<file path="src/rfc_consts.svh">
// Purpose: Constants of the resistor-to-frequency converter control block
// Assumes: Byte address of a register is four times its index
// Notes: Definitions only
`ifndef RFC_CONSTS_SVH
`define RFC_CONSTS_SVH

`define RFC_ADDR_W 10
`define RFC_IDX_CONTROL 8'h0a
`define RFC_IDX_RESULT_LOW 8'h0b
`define RFC_IDX_RESULT_HIGH 8'h0c
`define RFC_IDX_IRQ_MASK 8'h0f
`define RFC_IDX_IRQ_FLAGS 8'h3f
`define RFC_IDX_IRQ_CTL 8'h40

`define RFC_BIT_ENABLE 7
`define RFC_BIT_START 6
`define RFC_SEL_HI 4
`define RFC_SEL_LO 0
`define RFC_BIT_OVERFLOW 7
`define RFC_BIT_DONE_FLAG 6
`define RFC_BIT_DONE_IRQ_EN 6
`define RFC_BIT_GIE_SET 0
`define RFC_BIT_GIE_CLR 1

`define RFC_NUM_CHAN 19
`define RFC_SEL_MAX 5'h12
`define RFC_RESULT_W 15
`define RFC_GATE_W 16
`define RFC_GATE_CYCLES 4096
`define RFC_IRQ_VECTOR 12'h001
`define RFC_SEL_RESET 5'h00
`define RFC_BYTE_ZERO 8'h00
`define RFC_WORD_ZERO 32'h0000_0000
`define RFC_OFFSET_ZERO 2'h0

`endif

</file>
<file path="src/rfc_pkg.sv">
// Purpose: Types shared by the converter control block
// Assumes: Constants header supplies the widths
// Notes: Nothing here is imported; users write rfc_pkg::name
`include "rfc_consts.svh"

package rfc_pkg;

  typedef enum logic [1:0] {
    RFC_IDLE = 2'h0,
    RFC_RUN = 2'h1
  } rfc_state_t;

  typedef struct packed {
    rfc_state_t state;
    logic enable;
    logic start;
    logic [4:0] sel;
    logic done_flag;
    logic irq_en;
    logic global_interrupt_enable;
    logic [`RFC_GATE_W-1:0] gate;
    logic [7:0] rdata;
    logic vec_pulse;
    logic cap_q;
  } rfc_ctl_st_t;

endpackage : rfc_pkg

</file>
<file path="src/rfc_counter.sv">
// Purpose: Conversion counter with sticky overflow
// Assumes: Clear has priority over increment
// Notes: Overflow stays set until the next clear
`timescale 1ns/1ps

module rfc_counter #(
  parameter int WIDTH = 15
) (
  input wire logic pclk,
  input wire logic presetn,
  input wire logic clear,
  input wire logic inc,
  output logic [WIDTH-1:0] count,
  output logic overflow
);

  typedef struct packed {
    logic [WIDTH-1:0] count;
    logic overflow;
  } rfc_cnt_st_t;

  rfc_cnt_st_t r;
  rfc_cnt_st_t n;
  logic [WIDTH:0] sum;

  always_comb begin
    n = r;
    sum = {1'b0, r.count} + {{WIDTH{1'b0}}, 1'b1};
    if (clear) begin
      n.count = '0;
      n.overflow = 1'b0;
    end else if (inc) begin
      n.count = sum[WIDTH-1:0];
      if (sum[WIDTH]) begin
        n.overflow = 1'b1;
      end
    end
  end

  always_ff @(posedge pclk or negedge presetn) begin
    if (!presetn) begin
      r <= '0;
    end else begin
      r <= n;
    end
  end

  assign count = r.count;
  assign overflow = r.overflow;

endmodule : rfc_counter

</file>
<file path="src/rfc_ctl.sv">
// Purpose: Resistor-to-frequency converter control with APB registers
// Assumes: Port logic outside supplies ordinary pin drive and enables
// Notes: Zero-wait APB slave; read data captured in the setup cycle
// Operation
// Five-bit select picks one of 19 networks
// Enabled: only selected pin acts as converter
// Disabled: all shared pins stay port pins
// Enabled: capacitor pin becomes converter connection
// Setting start begins a conversion
// Hardware clears start at end; software aborts
// Control bit 5 always reads zero
// Fifteen-bit result readable in two registers
// Overflow set on wrap, cleared by reset
// Completion sets done flag; software clears it
// Taken interrupt clears global enable, vectors 001h
// Interrupt needs its individual enable set
// Counter and overflow cleared at start
//
// Design decision made here: the APB register port.
`timescale 1ns/1ps
`include "rfc_consts.svh"

module rfc_ctl #(
  parameter int GATE_CYCLES = `RFC_GATE_CYCLES,
  parameter int NUM_CHAN = `RFC_NUM_CHAN
) (
  input wire logic pclk,
  input wire logic presetn,
  input wire logic psel,
  input wire logic penable,
  input wire logic pwrite,
  input wire logic [`RFC_ADDR_W-1:0] paddr,
  input wire logic [31:0] pwdata,
  input wire logic [3:0] pstrb,
  output logic [31:0] prdata,
  output logic pready,
  output logic pslverr,
  input wire logic [NUM_CHAN-1:0] gpio_out,
  input wire logic [NUM_CHAN-1:0] gpio_oe,
  output logic [NUM_CHAN-1:0] network_output_pin_out,
  output logic [NUM_CHAN-1:0] network_output_pin_oe,
  input wire logic gpio_cap_out,
  input wire logic gpio_cap_oe,
  input wire logic capacitor_pin_in,
  output logic capacitor_pin_out,
  output logic capacitor_pin_oe,
  output logic irq_vector_req,
  output logic [11:0] irq_vector
);

  localparam logic [`RFC_GATE_W-1:0] GATE_LAST =
    `RFC_GATE_W'(GATE_CYCLES - 1);

  rfc_pkg::rfc_ctl_st_t r;
  rfc_pkg::rfc_ctl_st_t n;

  logic cap_sync;
  logic cap_rise;
  logic cnt_clear;
  logic cnt_inc;
  logic [`RFC_RESULT_W-1:0] count;
  logic overflow;
  logic [NUM_CHAN-1:0] sel_hot;
  logic [NUM_CHAN-1:0] route;
  logic sel_valid;
  logic net_drive;
  logic access;
  logic wr;
  logic rd_setup;
  logic hit;
  logic [7:0] idx;
  logic [7:0] wbyte;
  logic wr_ctl;
  logic wr_flags;
  logic wr_mask;
  logic wr_irq_ctl;
  logic start_req;
  logic abort_req;
  logic hw_done;
  logic [7:0] rd_mux;

  rfc_sync #(
    .WIDTH(1)
  ) u_cap_sync (
    .pclk(pclk),
    .presetn(presetn),
    .d(capacitor_pin_in),
    .q(cap_sync)
  );

  rfc_counter #(
    .WIDTH(`RFC_RESULT_W)
  ) u_counter (
    .pclk(pclk),
    .presetn(presetn),
    .clear(cnt_clear),
    .inc(cnt_inc),
    .count(count),
    .overflow(overflow)
  );

  // Channel decode; codes above the last channel route nothing
  always_comb begin
    for (int i = 0; i < NUM_CHAN; i++) begin
      sel_hot[i] = (r.sel == 5'(i));
    end
  end

  assign sel_valid = (r.sel <= `RFC_SEL_MAX);
  assign route = r.enable ? sel_hot : '0; // see R02

  // Relaxation drive: charge while the capacitor node is low
  assign net_drive = (r.state == rfc_pkg::RFC_RUN) & ~cap_sync;

  always_comb begin
    for (int i = 0; i < NUM_CHAN; i++) begin
      network_output_pin_out[i] = route[i] ? net_drive : gpio_out[i];
      network_output_pin_oe[i] = route[i] ? 1'b1 : gpio_oe[i];
    end
  end

  // Capacitor pin is sensed only, never driven, while enabled
  assign capacitor_pin_out = r.enable ? 1'b0 : gpio_cap_out;
  assign capacitor_pin_oe = r.enable ? 1'b0 : gpio_cap_oe; // see R04

  assign cap_rise = cap_sync & ~r.cap_q;

  // APB decode
  assign idx = paddr[`RFC_ADDR_W-1:2];
  assign hit = (paddr[1:0] == `RFC_OFFSET_ZERO) &&
               ((idx == `RFC_IDX_CONTROL) ||
                (idx == `RFC_IDX_RESULT_LOW) ||
                (idx == `RFC_IDX_RESULT_HIGH) ||
                (idx == `RFC_IDX_IRQ_MASK) ||
                (idx == `RFC_IDX_IRQ_FLAGS) ||
                (idx == `RFC_IDX_IRQ_CTL));
  assign access = psel & penable;
  assign wr = access & pwrite & hit & pstrb[0];
  assign rd_setup = psel & ~penable & ~pwrite;
  assign wbyte = pwdata[7:0];
  assign wr_ctl = wr && (idx == `RFC_IDX_CONTROL);
  assign wr_flags = wr && (idx == `RFC_IDX_IRQ_FLAGS);
  assign wr_mask = wr && (idx == `RFC_IDX_IRQ_MASK);
  assign wr_irq_ctl = wr && (idx == `RFC_IDX_IRQ_CTL);
  assign start_req = wr_ctl & wbyte[`RFC_BIT_START];
  assign abort_req = wr_ctl & ~wbyte[`RFC_BIT_START];
  assign hw_done = (r.state == rfc_pkg::RFC_RUN) && (r.gate == GATE_LAST) &&
                   ~abort_req;

  always_comb begin
    rd_mux = `RFC_BYTE_ZERO;
    unique case (idx)
      `RFC_IDX_CONTROL: begin
        // Bit 5 is tied low
        rd_mux = {r.enable, r.start, 1'b0, r.sel};
      end
      `RFC_IDX_RESULT_LOW: begin
        rd_mux = count[7:0];
      end
      `RFC_IDX_RESULT_HIGH: begin
        rd_mux = {overflow, count[14:8]}; // see R08
      end
      `RFC_IDX_IRQ_MASK: begin
        rd_mux = {1'b0, r.irq_en, 6'h00};
      end
      `RFC_IDX_IRQ_FLAGS: begin
        rd_mux = {1'b0, r.done_flag, 6'h00};
      end
      `RFC_IDX_IRQ_CTL: begin
        rd_mux = {7'h00, r.global_interrupt_enable};
      end
      default: begin
        rd_mux = `RFC_BYTE_ZERO;
      end
    endcase
  end

  always_comb begin
    n = r;
    n.vec_pulse = 1'b0;
    n.cap_q = cap_sync;
    cnt_clear = 1'b0;
    cnt_inc = 1'b0;
    if (wr_ctl) begin
      n.enable = wbyte[`RFC_BIT_ENABLE];
      n.sel = wbyte[`RFC_SEL_HI:`RFC_SEL_LO];
    end
    unique case (r.state)
      rfc_pkg::RFC_IDLE: begin
        if (start_req) begin
          n.state = rfc_pkg::RFC_RUN;
          n.start = 1'b1;
          n.gate = '0;
          cnt_clear = 1'b1;
        end
      end
      rfc_pkg::RFC_RUN: begin
        if (abort_req) begin
          n.state = rfc_pkg::RFC_IDLE;
          n.start = 1'b0;
        end else if (hw_done) begin
          n.state = rfc_pkg::RFC_IDLE;
          n.start = 1'b0;
        end else begin
          n.gate = r.gate + `RFC_GATE_W'(1);
          cnt_inc = cap_rise;
        end
      end
    endcase
    if (wr_mask) begin
      n.irq_en = wbyte[`RFC_BIT_DONE_IRQ_EN];
    end
    if (wr_flags) begin
      n.done_flag = wbyte[`RFC_BIT_DONE_FLAG];
    end
    // Completion wins over a clearing write in the same cycle
    if (hw_done) begin
      n.done_flag = 1'b1;
    end
    if (wr_irq_ctl && wbyte[`RFC_BIT_GIE_CLR]) begin
      n.global_interrupt_enable = 1'b0;
    end else if (wr_irq_ctl && wbyte[`RFC_BIT_GIE_SET]) begin
      n.global_interrupt_enable = 1'b1;
    end
    if (r.done_flag && r.irq_en && r.global_interrupt_enable) begin
      n.global_interrupt_enable = 1'b0; // see R11
      n.vec_pulse = 1'b1;
    end
    if (rd_setup) begin
      n.rdata = hit ? rd_mux : `RFC_BYTE_ZERO;
    end
  end

  always_ff @(posedge pclk or negedge presetn) begin
    if (!presetn) begin
      r <= '0;
    end else begin
      r <= n;
    end
  end

  assign pready = access;
  assign pslverr = access & ~hit;
  assign prdata = {24'h00_0000, r.rdata};
  assign irq_vector_req = r.vec_pulse;
  assign irq_vector = `RFC_IRQ_VECTOR;

  localparam int SETTLE_MIN = 1;
  localparam int SETTLE_MAX = 2;
endmodule : rfc_ctl

</file>
<file path="src/rfc_sync.sv">
// Purpose: Two-stage synchroniser for pin inputs
// Assumes: Input is asynchronous to pclk
// Notes: Only the second stage is visible outside
`timescale 1ns/1ps

module rfc_sync #(
  parameter int WIDTH = 1
) (
  input wire logic pclk,
  input wire logic presetn,
  input wire logic [WIDTH-1:0] d,
  output logic [WIDTH-1:0] q
);

  typedef struct packed {
    logic [WIDTH-1:0] s1;
    logic [WIDTH-1:0] s2;
  } rfc_sync_st_t;

  rfc_sync_st_t r;
  rfc_sync_st_t n;

  always_comb begin
    n.s1 = d;
    n.s2 = r.s1;
  end

  always_ff @(posedge pclk or negedge presetn) begin
    if (!presetn) begin
      r <= '0;
    end else begin
      r <= n;
    end
  end

  assign q = r.s2;

endmodule : rfc_sync
</file>
<file path="config.mk">
export PLATFORM = sky130hd
export DESIGN_NAME = rfc_ctl
export DESIGN_NICKNAME = d
export VERILOG_FILES = /design/src/rfc_pkg.sv /design/src/rfc_counter.sv /design/src/rfc_ctl.sv /design/src/rfc_sync.sv
export VERILOG_INCLUDE_DIRS = /design/src
export SDC_FILE = /design/constraint.sdc
export NUM_CORES = 1
export LEC_CHECK = 0
export ABC_CLOCK_PERIOD_IN_PS = 1900
export BUFFER_PORTS_ARGS = -buffer_cell sky130_fd_sc_hd__buf_4
export CORE_AREA = 3 3 99 101
export CTS_CLUSTER_DIAMETER = 30
export DETAILED_ROUTE_END_ITERATION = 10
export DIE_AREA = 0 0 102 104
export PLACE_DENSITY = 0.82
export SLEW_MARGIN = 15
export SYNTH_ARGS = -nofsm -noshare
export SYNTH_HDL_FRONTEND = slang
export SYNTH_SLANG_ARGS = --single-unit
</file>
<file path="constraint.sdc">
create_clock -name pclk -period 1.9 [get_ports pclk]
set_input_delay 0.285 -clock pclk [delete_from_list [all_inputs] [get_ports pclk]]
set_output_delay 0.285 -clock pclk [all_outputs]
set_load 0.005 [all_outputs]
</file>
==> results of run 1 <==
per-layer routing:
layer,track usage (%),vias up,share of wire [%]
met5,0,-,0
met4,9.18,0,4.7
met3,3.82,45,6.5
met2,41.0,185,54
met1,22.1,1874,35
li1,-,1737,-
repair_timing:
item,4_1_cts,5_1_grt
buffers inserted,18,15
gates resized for setup,64,75
pin swaps,15,37
gates cloned,1,0
endpoints found under the setup margin,29,58
layout make-up:
cell class              instances  area [sq um]
fillers                       661          3230
multi-input cells             339          2620
repair buffers                196          1630
flip-flops and latches         54          1360
well taps                     111           139
clock buffers                   6          72.6
clock inverters                 2          37.5
inverters                       4          15.0
layout by cell type (no fill, tap or decap), drive strengths merged, types with 2 or more instances in the layout:
| master | instances |
|---|---|
| nand3 | 16 |
| ha | 2 |
| o21ai | 18 |
| nand3b | 3 |
| a211oi | 2 |
| mux2i | 7 |
| nor3 | 15 |
| nand2b | 16 |
| or4 | 3 |
| nor2b | 12 |
| nand2 | 44 |
| mux2 | 26 |
| nor2 | 39 |
| nor3b | 3 |
| a22o | 5 |
| a21oi | 9 |
| and4 | 2 |
| conb | 36 |
| a221oi | 2 |
| xor2 | 3 |
| dfrtp | 54 |
| inv | 4 |
| xnor2 | 18 |
| or3 | 2 |
| buf | 196 |
| and2 | 7 |
| and3 | 7 |
| or2 | 7 |
| clkbuf | 6 |
| nor4 | 9 |
| nand4 | 8 |
| a22oi | 2 |
| nor4b | 6 |
logic make-up (layout without fill, tap and decap cells):
kind of cell / after synthesis / after routing / synth area share (%)
DFF: 54 / 54 / 35.0
buffers and inverters: 62 / 208 / 11.6
AOI/OAI and AO/OA: 45 / 45 / 7.71
and+or+nand+nor: 201 / 202 / 30.7
adders and majority gates: 2 / 2 / 0.648
other: 2 / 36 / 0.194
muxes: 33 / 33 / 9.39
xor gates and xnor gates: 21 / 21 / 4.76
path summary, 6_finish.rpt:
check                                 startpoint  slack [ps]                        end  cells past startpoint
worst min register to register   u_cap_sync.n[0]         360               u_cap_sync.q                      0
worst min-delay path                     presetn          20                      r[15]                      1
worst max-delay path                       r[30]        -180  network_output_pin_out[8]                      5
min in group pclk               capacitor_pin_in          90            u_cap_sync.n[0]                      1
worst max register to register             r[34]        -180        u_counter.count[12]                      8
max in group asynchronous                presetn        1390                      r[32]                      1
through the flow:
step	std cells	total power (W)	instance area, sq um	utilization [%]	TNS, ps
2_1_floorplan	454	0.00134	3990	-	0
3_3_place_gp	671	0.00152	4940	54.2	-2060
3_5_place_dp	671	0.00153	4940	54.2	-3160
4_1_cts	698	0.00231	5440	59.7	-1100
5_1_grt	712	0.00243	5870	64.5	-6750
6_report	712	0.00234	5870	64.5	-2810
sequential cells by signal, indices dropped and copies added, names as in the netlist:
register,count
r,27
u_counter.count,15
prdata,8
irq_vector_req,1
u_cap_sync.n,1
u_cap_sync.q,1
u_counter.overflow,1
report_power, final:
| group | total, W | internal [W] | switching, W |
|---|---|---|---|
| combinational | 0.000400 | 0.000235 | 0.000165 |
| sequential | 0.00117 | 0.00116 | 0.00000833 |
| clock | 0.000772 | 0.000394 | 0.000378 |
| total | 0.00234 | 0.00179 | 0.000552 |
Yosys cell counts, types with 6 or more instances:
library cell | n | area (sq um)
dfrtp_1 | 54 | 1350
o21ai_0 | 15 | 75.1
nand2b_1 | 16 | 100
mux2i_1 | 7 | 70.1
and3_1 | 7 | 43.8
nand4_1 | 6 | 37.5
nor2_1 | 33 | 124
nor2b_1 | 12 | 75.1
xnor2_1 | 18 | 158
nand2_1 | 44 | 165
or2_2 | 7 | 43.8
a21oi_1 | 8 | 40.0
mux2_2 | 26 | 293
nand3_1 | 16 | 80.1
nor4_1 | 6 | 37.5
and2_1 | 7 | 43.8
buf_4 | 44 | 330
nor3_1 | 14 | 70.1
==> results.py, run 1 <==
metrics = {
    "setup_path": {
        "crit_buf_inv": 2,
        "required_ps": 1620,
        "start_kind": "flip-flop",
        "critPathTopFamily": "flip-flops",
        "path_class": "flip-flop to primary output",
        "crit_path_frequent_cell": "buf_6",
        "slowest_stage": "dfrtp_2",
        "crit_arrival_ps": 1790,
        "critPathMaxFanout": 5,
        "slowest_delay_ps": 480,
        "setup.worst_path.end_class": "primary output",
        "crit_chain": "buf_6 > nor3_4 > nand2_2 > mux2_4 > buf_6",
    },
    "global_route": {
        "grt_max_degree": 55,
        "grt_pass1_wl_um": 18200,
        "antenna_found_initial": 0,
        "grt_use_total_pct": 21.5,
        "grt-ovfl-total": 0,
        "first_global_vias": 3697,
    },
    "detailed_routing": {
        "ant_nets": 0,
        "vias_per_cell": 5.39,
        "num_vias": 3841,
        "wirelength_um": 13200,
        "drcViolationCount": 0,
        "drtPass1Iterations": 5,
        "routedWlPerCell_um": 18.5,
        "first_iter_violations": 232,
    },
    "outcome": {
        "status": "finished, violations left",
        "violations": "negative setup slack",
    },
    "sta": {
        "relSlewSlack_pct": 53.8,
        "setup_violations": 38,
        "setup_ws_ps": -179,
        "tightest_slew_ps": 693,
        "rsz0062_at_grt": "true",
        "hold_viol_final": 0,
        "drv_slew": 0,
        "timing.final.crit_share_pct": 109,
        "finClkSkew_ps": 11.9,
        "min_period_ps": 2080,
        "fmax_mhz": 481,
        "whs_ps": 18.2,
    },
    "clocking": {
        "cts_buffers": 5,
        "cts_buffer_depth": 2,
        "cts-root-buf": "clkbuf_8",
        "cts_sinks": 54,
        "clk_latency_ps": 310,
        "hold_buffers": 0,
        "cts_max_level": 2,
        "clkTransAtPathRegs_ps": 100,
        "cts_tree": "built",
    },
    "power": {
        "p_per_area_nw_per_um2": 398,
        "ir_worst_vdd_mv": 0.400,
        "power_leakage_nw": 2.78,
    },
    "synthesis": {
        "netlist_instances": 420,
        "yosys_warnings": 0,
        "syn_area_per_cell_sq_um": 9.20,
        "yosys.cell_types.count": 61,
        "synthArstFlopShare_pct": 100,
        "synth_edf_count": 0,
        "syn_area_sq_um": 3860,
        "ys_seq_elements": 54,
        "synth_seq_area_share_pct": 35.0,
        "synth_ff_type": "dfrtp_1",
    },
    "floorplan": {
        "core_area_sq_um": 9110,
        "die_x_um": 102,
        "die_y_um": 104,
        "rows": 35,
        "io_pins": 179,
        "dieArea_sq_um": 10600,
        "start_util_pct": 42.4,
    },
    "hold_path": {
        "hold_path.class": "input port to asynchronous set/reset pin",
    },
    "placed_design": {
        "dp_hpwl_um": 8650,
        "preCtsSetupSlack_ps": -178,
        "port_buffers": 114,
        "gp_congestion": 0.871,
    },
    "finish": {
        "nets": 694,
        "diodes": 0,
        "area_growth_pct": 52.0,
        "drive_gt1_share_pct": 53.9,
    },
    "run": {
        "cap_viol_max_count": 0,
    },
}
(Power assumes the default switching activity.)
==> run 2, diff against run 1 <==
Settings changed: PLACE_DENSITY 0.82 to 0.89.
==> results.py, run 2 (synthesized netlist as in run 1, its figures left out) <==
metrics = {
    "global_route": {
        "grt-ovfl-total": 0,
        "grt_pass1_wl_um": 17700,
        "first_global_vias": 3659,
        "grt_use_total_pct": 20.8,
        "antenna_found_initial": 0,
        "grt_max_degree": 55,
    },
    "outcome": {
        "status": "finished, violations left",
        "violations": "negative setup slack",
    },
    "floorplan": {
        "die_x_um": 102,
        "start_util_pct": 42.4,
        "io_pins": 179,
        "core_area_sq_um": 9110,
        "dieArea_sq_um": 10600,
        "die_y_um": 104,
        "rows": 35,
    },
    "setup_path": {
        "cp-endpoint": "network_output_pin_out[3]",
        "critical_path_cell_count": 4,
        "critPathTopFamily": "flip-flops",
        "path_class": "flip-flop to primary output",
        "regToRegStartpoint": "r[11]",
        "required_ps": 1620,
        "slowest_delay_ps": 500,
        "start_kind": "flip-flop",
        "crit_buf_inv": 1,
        "slowest_stage": "dfrtp_2",
        "r2r_cells": 8,
        "critPathMaxFanout": 6,
        "setup.worst_path.start": "r[31]",
        "crit_chain": "nor2_4 > nand4_1 > mux2_4 > buf_4",
        "r2r-end": "r[16]",
        "setup.worst_path.end_class": "primary output",
        "reg2reg_slack_ps": -100,
        "crit_arrival_ps": 1770,
    },
    "placed_design": {
        "preCtsSetupSlack_ps": -253,
        "dp_hpwl_um": 8350,
        "gp_congestion": 0.887,
        "place_area_sq_um": 4910,
        "port_buffers": 114,
    },
    "run": {
        "cap_viol_max_count": 0,
    },
    "finish": {
        "diodes": 0,
        "drive_gt1_share_pct": 52.4,
        "layout_commonest_cell": "buf_4",
        "fillers": 666,
        "regArea_sq_um": 1360,
        "multi_input_area_sq_um": 2540,
        "nets": 687,
        "area_growth_pct": 48.0,
        "largest_reg_flops": 27,
        "layout_common_cells": "167 x buf_4, 48 x dfrtp_1, 38 x nand2_1",
        "final_area_sq_um": 5720,
        "fin_util_pct": 62.8,
        "largest_register": "r",
    },
    "clocking": {
        "clk_latency_ps": 320,
        "cts_tree": "built",
        "cts_buffer_depth": 2,
        "cts-root-buf": "clkbuf_8",
        "clkTransAtPathRegs_ps": 90,
        "cts_buffers": 5,
        "cts_max_level": 2,
        "cts_sinks": 54,
    },
    "detailed_routing": {
        "num_vias": 3784,
        "first_iter_violations": 263,
        "drtPass1Iterations": 4,
        "wirelength_um": 12400,
        "ant_nets": 0,
        "drcViolationCount": 0,
        "vias_per_cell": 5.38,
        "routedWlPerCell_um": 17.6,
    },
    "sta": {
        "setup_violations": 40,
        "finClkSkew_ps": 7.13,
        "tightest_slew_ps": 680,
        "min_period_ps": 2060,
        "fmax_mhz": 486,
        "timing.final.crit_share_pct": 108,
        "relSlewSlack_pct": 54.7,
        "hold_viol_final": 0,
        "final.setup.tns_ps": -3080,
        "setup_ws_ps": -158,
        "drv_slew": 0,
        "rsz0062_at_grt": "true",
    },
    "hold_path": {
        "hold_path.class": "input port to asynchronous set/reset pin",
    },
    "power": {
        "switching_share_pct": 23.1,
        "p_clk_share_pct": 34.1,
        "power_leakage_nw": 2.66,
        "p_seq_share_pct": 49.9,
        "power.internal_w": 0.00180,
        "p_sw_w": 0.000541,
        "p_per_area_nw_per_um2": 410,
        "ir_worst_vdd_mv": 0.515,
        "combPwrFrac_pct": 16.0,
        "finalPower_w": 0.00234,
    },
}
-- run 2: cell types whose count changed in the layout (fill, tap and decap cells not counted), sizes merged --
| cell | change |
|---|---|
| clkinvlp | -1 |
| nor2 | -1 |
| buf | -6 |
-- run 2: final cells by class --
| type | count | area share [%] |
|---|---|---|
| multi-input combinational | 338 | 44.5 |
| timing repair buffer | 190 | 27.1 |
| sequential | 54 | 23.8 |
| tap | 111 | 2.43 |
| clock buffer | 6 | 1.44 |
| clock inverter | 1 | 0.525 |
| inverter | 4 | 0.263 |
-- run 2: power groups by stage --
stage / Combinational, W / Clock (W) / Sequential [W]
6_report: 0.000375 / 0.000799 / 0.00117
2_1_floorplan: 0.000151 / 0 / 0.00119
4_1_cts: 0.000352 / 0.000801 / 0.00117
3_3_place_gp: 0.000331 / 0 / 0.00119
3_5_place_dp: 0.000339 / 0 / 0.00119
5_1_grt: 0.000406 / 0.000853 / 0.00117
-- run 2: timing repair --
action | 4_1_cts | 5_1_grt
endpoints found under the setup margin | 42 | 56
buffers inserted | 21 | 13
gates resized for setup | 51 | 61
pin swaps | 19 | 38
hold buffers | 0 | 0
-- run 2: per-stage QoR --
stage / hold WS, ps / std cells
6_report: 0.805 / 704
5_1_grt: 42.1 / 704
4_1_cts: 31.7 / 694
3_5_place_dp: 352 / 666
3_3_place_gp: 340 / 666
2_1_floorplan: -10.6 / 454
-- run 2: how the worst min path moves through the flow --
| stage | start | end | slack [ps] | cells after the start |
|---|---|---|---|---|
| 2_1_floorplan | presetn | irq_vector_req | -10 | 0 |
| 3_3_place_gp | u_cap_sync.n[0] | u_cap_sync.q | 340 | 0 |
| 3_5_place_dp | u_cap_sync.n[0] | u_cap_sync.q | 350 | 0 |
| 4_1_cts | presetn | r[16] | 30 | 1 |
| 5_1_grt | presetn | u_counter.count[7] | 40 | 1 |
| 6_report | presetn | r[16] | 0.8 | 1 |
-- run 2: routing by layer --
layer / vias up / share of wire, % / global-route usage [%]
met5: - / 0 / 0
met4: 0 / 3.7 / 6.94
met3: 35 / 7.3 / 3.82
met2: 177 / 55 / 39.2
met1: 1843 / 34 / 22.6
li1: 1729 / - / -
==> run 3, diff against run 2 <==
Settings changed: CORE_AREA 3 3 99 101 to 3 3 116 118, DIE_AREA 0 0 102 104 to 0 0 119 121, PLACE_DENSITY 0.89 to 0.7.
==> results.py, run 3 (synthesized netlist as in run 1, its figures left out) <==
metrics = {
    "outcome": {
        "status": "finished, violations left",
        "violations": "negative setup slack",
    },
    "setup_path": {
        "path_class": "flip-flop to primary output",
        "setup.worst_path.end_class": "primary output",
        "crit_arrival_ps": 1700,
        "required_ps": 1620,
        "critPathMaxFanout": 5,
        "start_kind": "flip-flop",
    },
    "sta": {
        "relSlewSlack_pct": 53.8,
        "final.setup.tns_ps": -1170,
        "fmax_mhz": 503,
        "drv_slew": 0,
        "whs_ps": 31.7,
        "min_period_ps": 1990,
        "setup_violations": 25,
        "timing.final.crit_share_pct": 105,
        "hold_viol_final": 0,
        "rsz0062_at_grt": "true",
        "tightest_slew_ps": 694,
        "setup_ws_ps": -89.3,
        "finClkSkew_ps": 4.67,
    },
    "clocking": {
        "cts_buffer_depth": 2,
        "cts_buffers": 5,
        "clk_latency_ps": 290,
        "cts_max_level": 2,
        "clkTransAtPathRegs_ps": 70,
        "cts_tree": "built",
        "cts-root-buf": "clkbuf_16",
        "cts_sinks": 54,
    },
    "floorplan": {
        "die_y_um": 121,
        "rows": 41,
        "start_util_pct": 30.7,
        "dieArea_sq_um": 14400,
        "core_area_sq_um": 12600,
        "io_pins": 179,
        "die_x_um": 119,
    },
    "finish": {
        "nets": 692,
        "fin_util_pct": 46.8,
        "largest_reg_flops": 27,
        "largest_register": "r",
        "final_cells": 771,
        "multi_input_area_sq_um": 2580,
        "final_area_sq_um": 5880,
        "fillers": 1140,
        "diodes": 0,
        "drive_gt1_share_pct": 51.1,
        "regArea_sq_um": 1360,
        "area_growth_pct": 52.2,
        "layout_common_cells": "168 x buf_4, 50 x dfrtp_1, 36 x nand2_1, 36 x conb_1, 27 x nor2_1",
        "layout_commonest_cell": "buf_4",
    },
    "placed_design": {
        "gp_congestion": 0.910,
        "dp_hpwl_um": 8600,
        "port_buffers": 114,
        "post-place-cells": 738,
        "place_area_sq_um": 5050,
    },
    "global_route": {
        "grt_use_total_pct": 15.7,
        "grt_max_degree": 55,
        "grt-ovfl-total": 0,
        "antenna_found_initial": 0,
        "first_global_vias": 3713,
        "grt_pass1_wl_um": 18500,
    },
    "hold_path": {
        "hold_path.class": "input port to asynchronous set/reset pin",
    },
    "power": {
        "p_seq_share_pct": 47.3,
        "ir_worst_vdd_mv": 0.296,
        "p_sw_w": 0.000562,
        "switching_share_pct": 22.7,
        "power.internal_w": 0.00191,
        "power_leakage_nw": 2.75,
        "p_per_area_nw_per_um2": 421,
        "p_clk_share_pct": 37.4,
        "combPwrFrac_pct": 15.3,
    },
    "detailed_routing": {
        "drcViolationCount": 0,
        "ant_nets": 0,
        "wirelength_um": 11700,
        "vias_per_cell": 4.72,
        "drtPass1Iterations": 6,
        "num_vias": 3639,
        "routedWlPerCell_um": 15.2,
        "first_iter_violations": 177,
    },
    "run": {
        "cap_viol_max_count": 0,
    },
}
## run 3: layer usage
| layer | vias to the layer above | GRT usage [%] | share of wire, % |
|---|---|---|---|
| met5 | - | 0 | 0 |
| met4 | 0 | 3.91 | 1.6 |
| met3 | 16 | 3.40 | 5.3 |
| met2 | 120 | 31.4 | 56 |
| met1 | 1760 | 16.6 | 37 |
| li1 | 1743 | - | - |
## run 3: final cells by class
class                           instances  share of cell area (%)
Clock inverter                          1                  0.0851
Tap cell                              172                    3.66
Timing Repair Buffer                  194                    26.6
Sequential cell                        54                    23.1
Multi-Input combinational cell        339                    43.9
Clock buffer                            7                    2.43
Inverter                                4                   0.255
## run 3: critical path, cell delays in order (launching register included)
cell	delay, ps
dfrtp_2	450
buf_6	160
nor3_4	180
buf_6	130
nand2_1	80
mux2_2	280
buf_4	130
## run 3: timing repair
action                     4_1_cts  5_1_grt
setup endpoints to repair       33       53
resized for setup               71       50
gates cloned                     1        0
hold buffers                     0        0
setup buffers                   17        7
pin swaps                       10       30
## run 3: final timing paths
path                                  start                   endpoint  slack (ps)  cells past startpoint
max                                   r[30]  network_output_pin_out[0]         -90                      6
min                                 presetn            u_cap_sync.n[0]          30                      1
max reg2reg                           r[11]                      r[28]         -40                      7
min reg2reg                 u_cap_sync.n[0]               u_cap_sync.q         350                      0
max in group asynchronous           presetn                      r[32]        1360                      1
min in group pclk          capacitor_pin_in            u_cap_sync.n[0]         100                      1
## run 3: power groups by stage
stage	registers [W]	logic (W)	clock network, W
after floorplan	0.00119	0.000151	0
final	0.00117	0.000379	0.000925
after global placement	0.00119	0.000332	0
after detailed placement	0.00119	0.000339	0
after CTS	0.00117	0.000357	0.000952
after global routing	0.00117	0.000411	0.000990
## run 3: per-stage QoR
step                total power [W]  setup slack, ps
floorplan                   0.00134             90.9
global placement            0.00152             -109
detailed placement          0.00153             -195
CTS                         0.00248            -61.9
global route                0.00257             -145
finish                      0.00247            -89.3
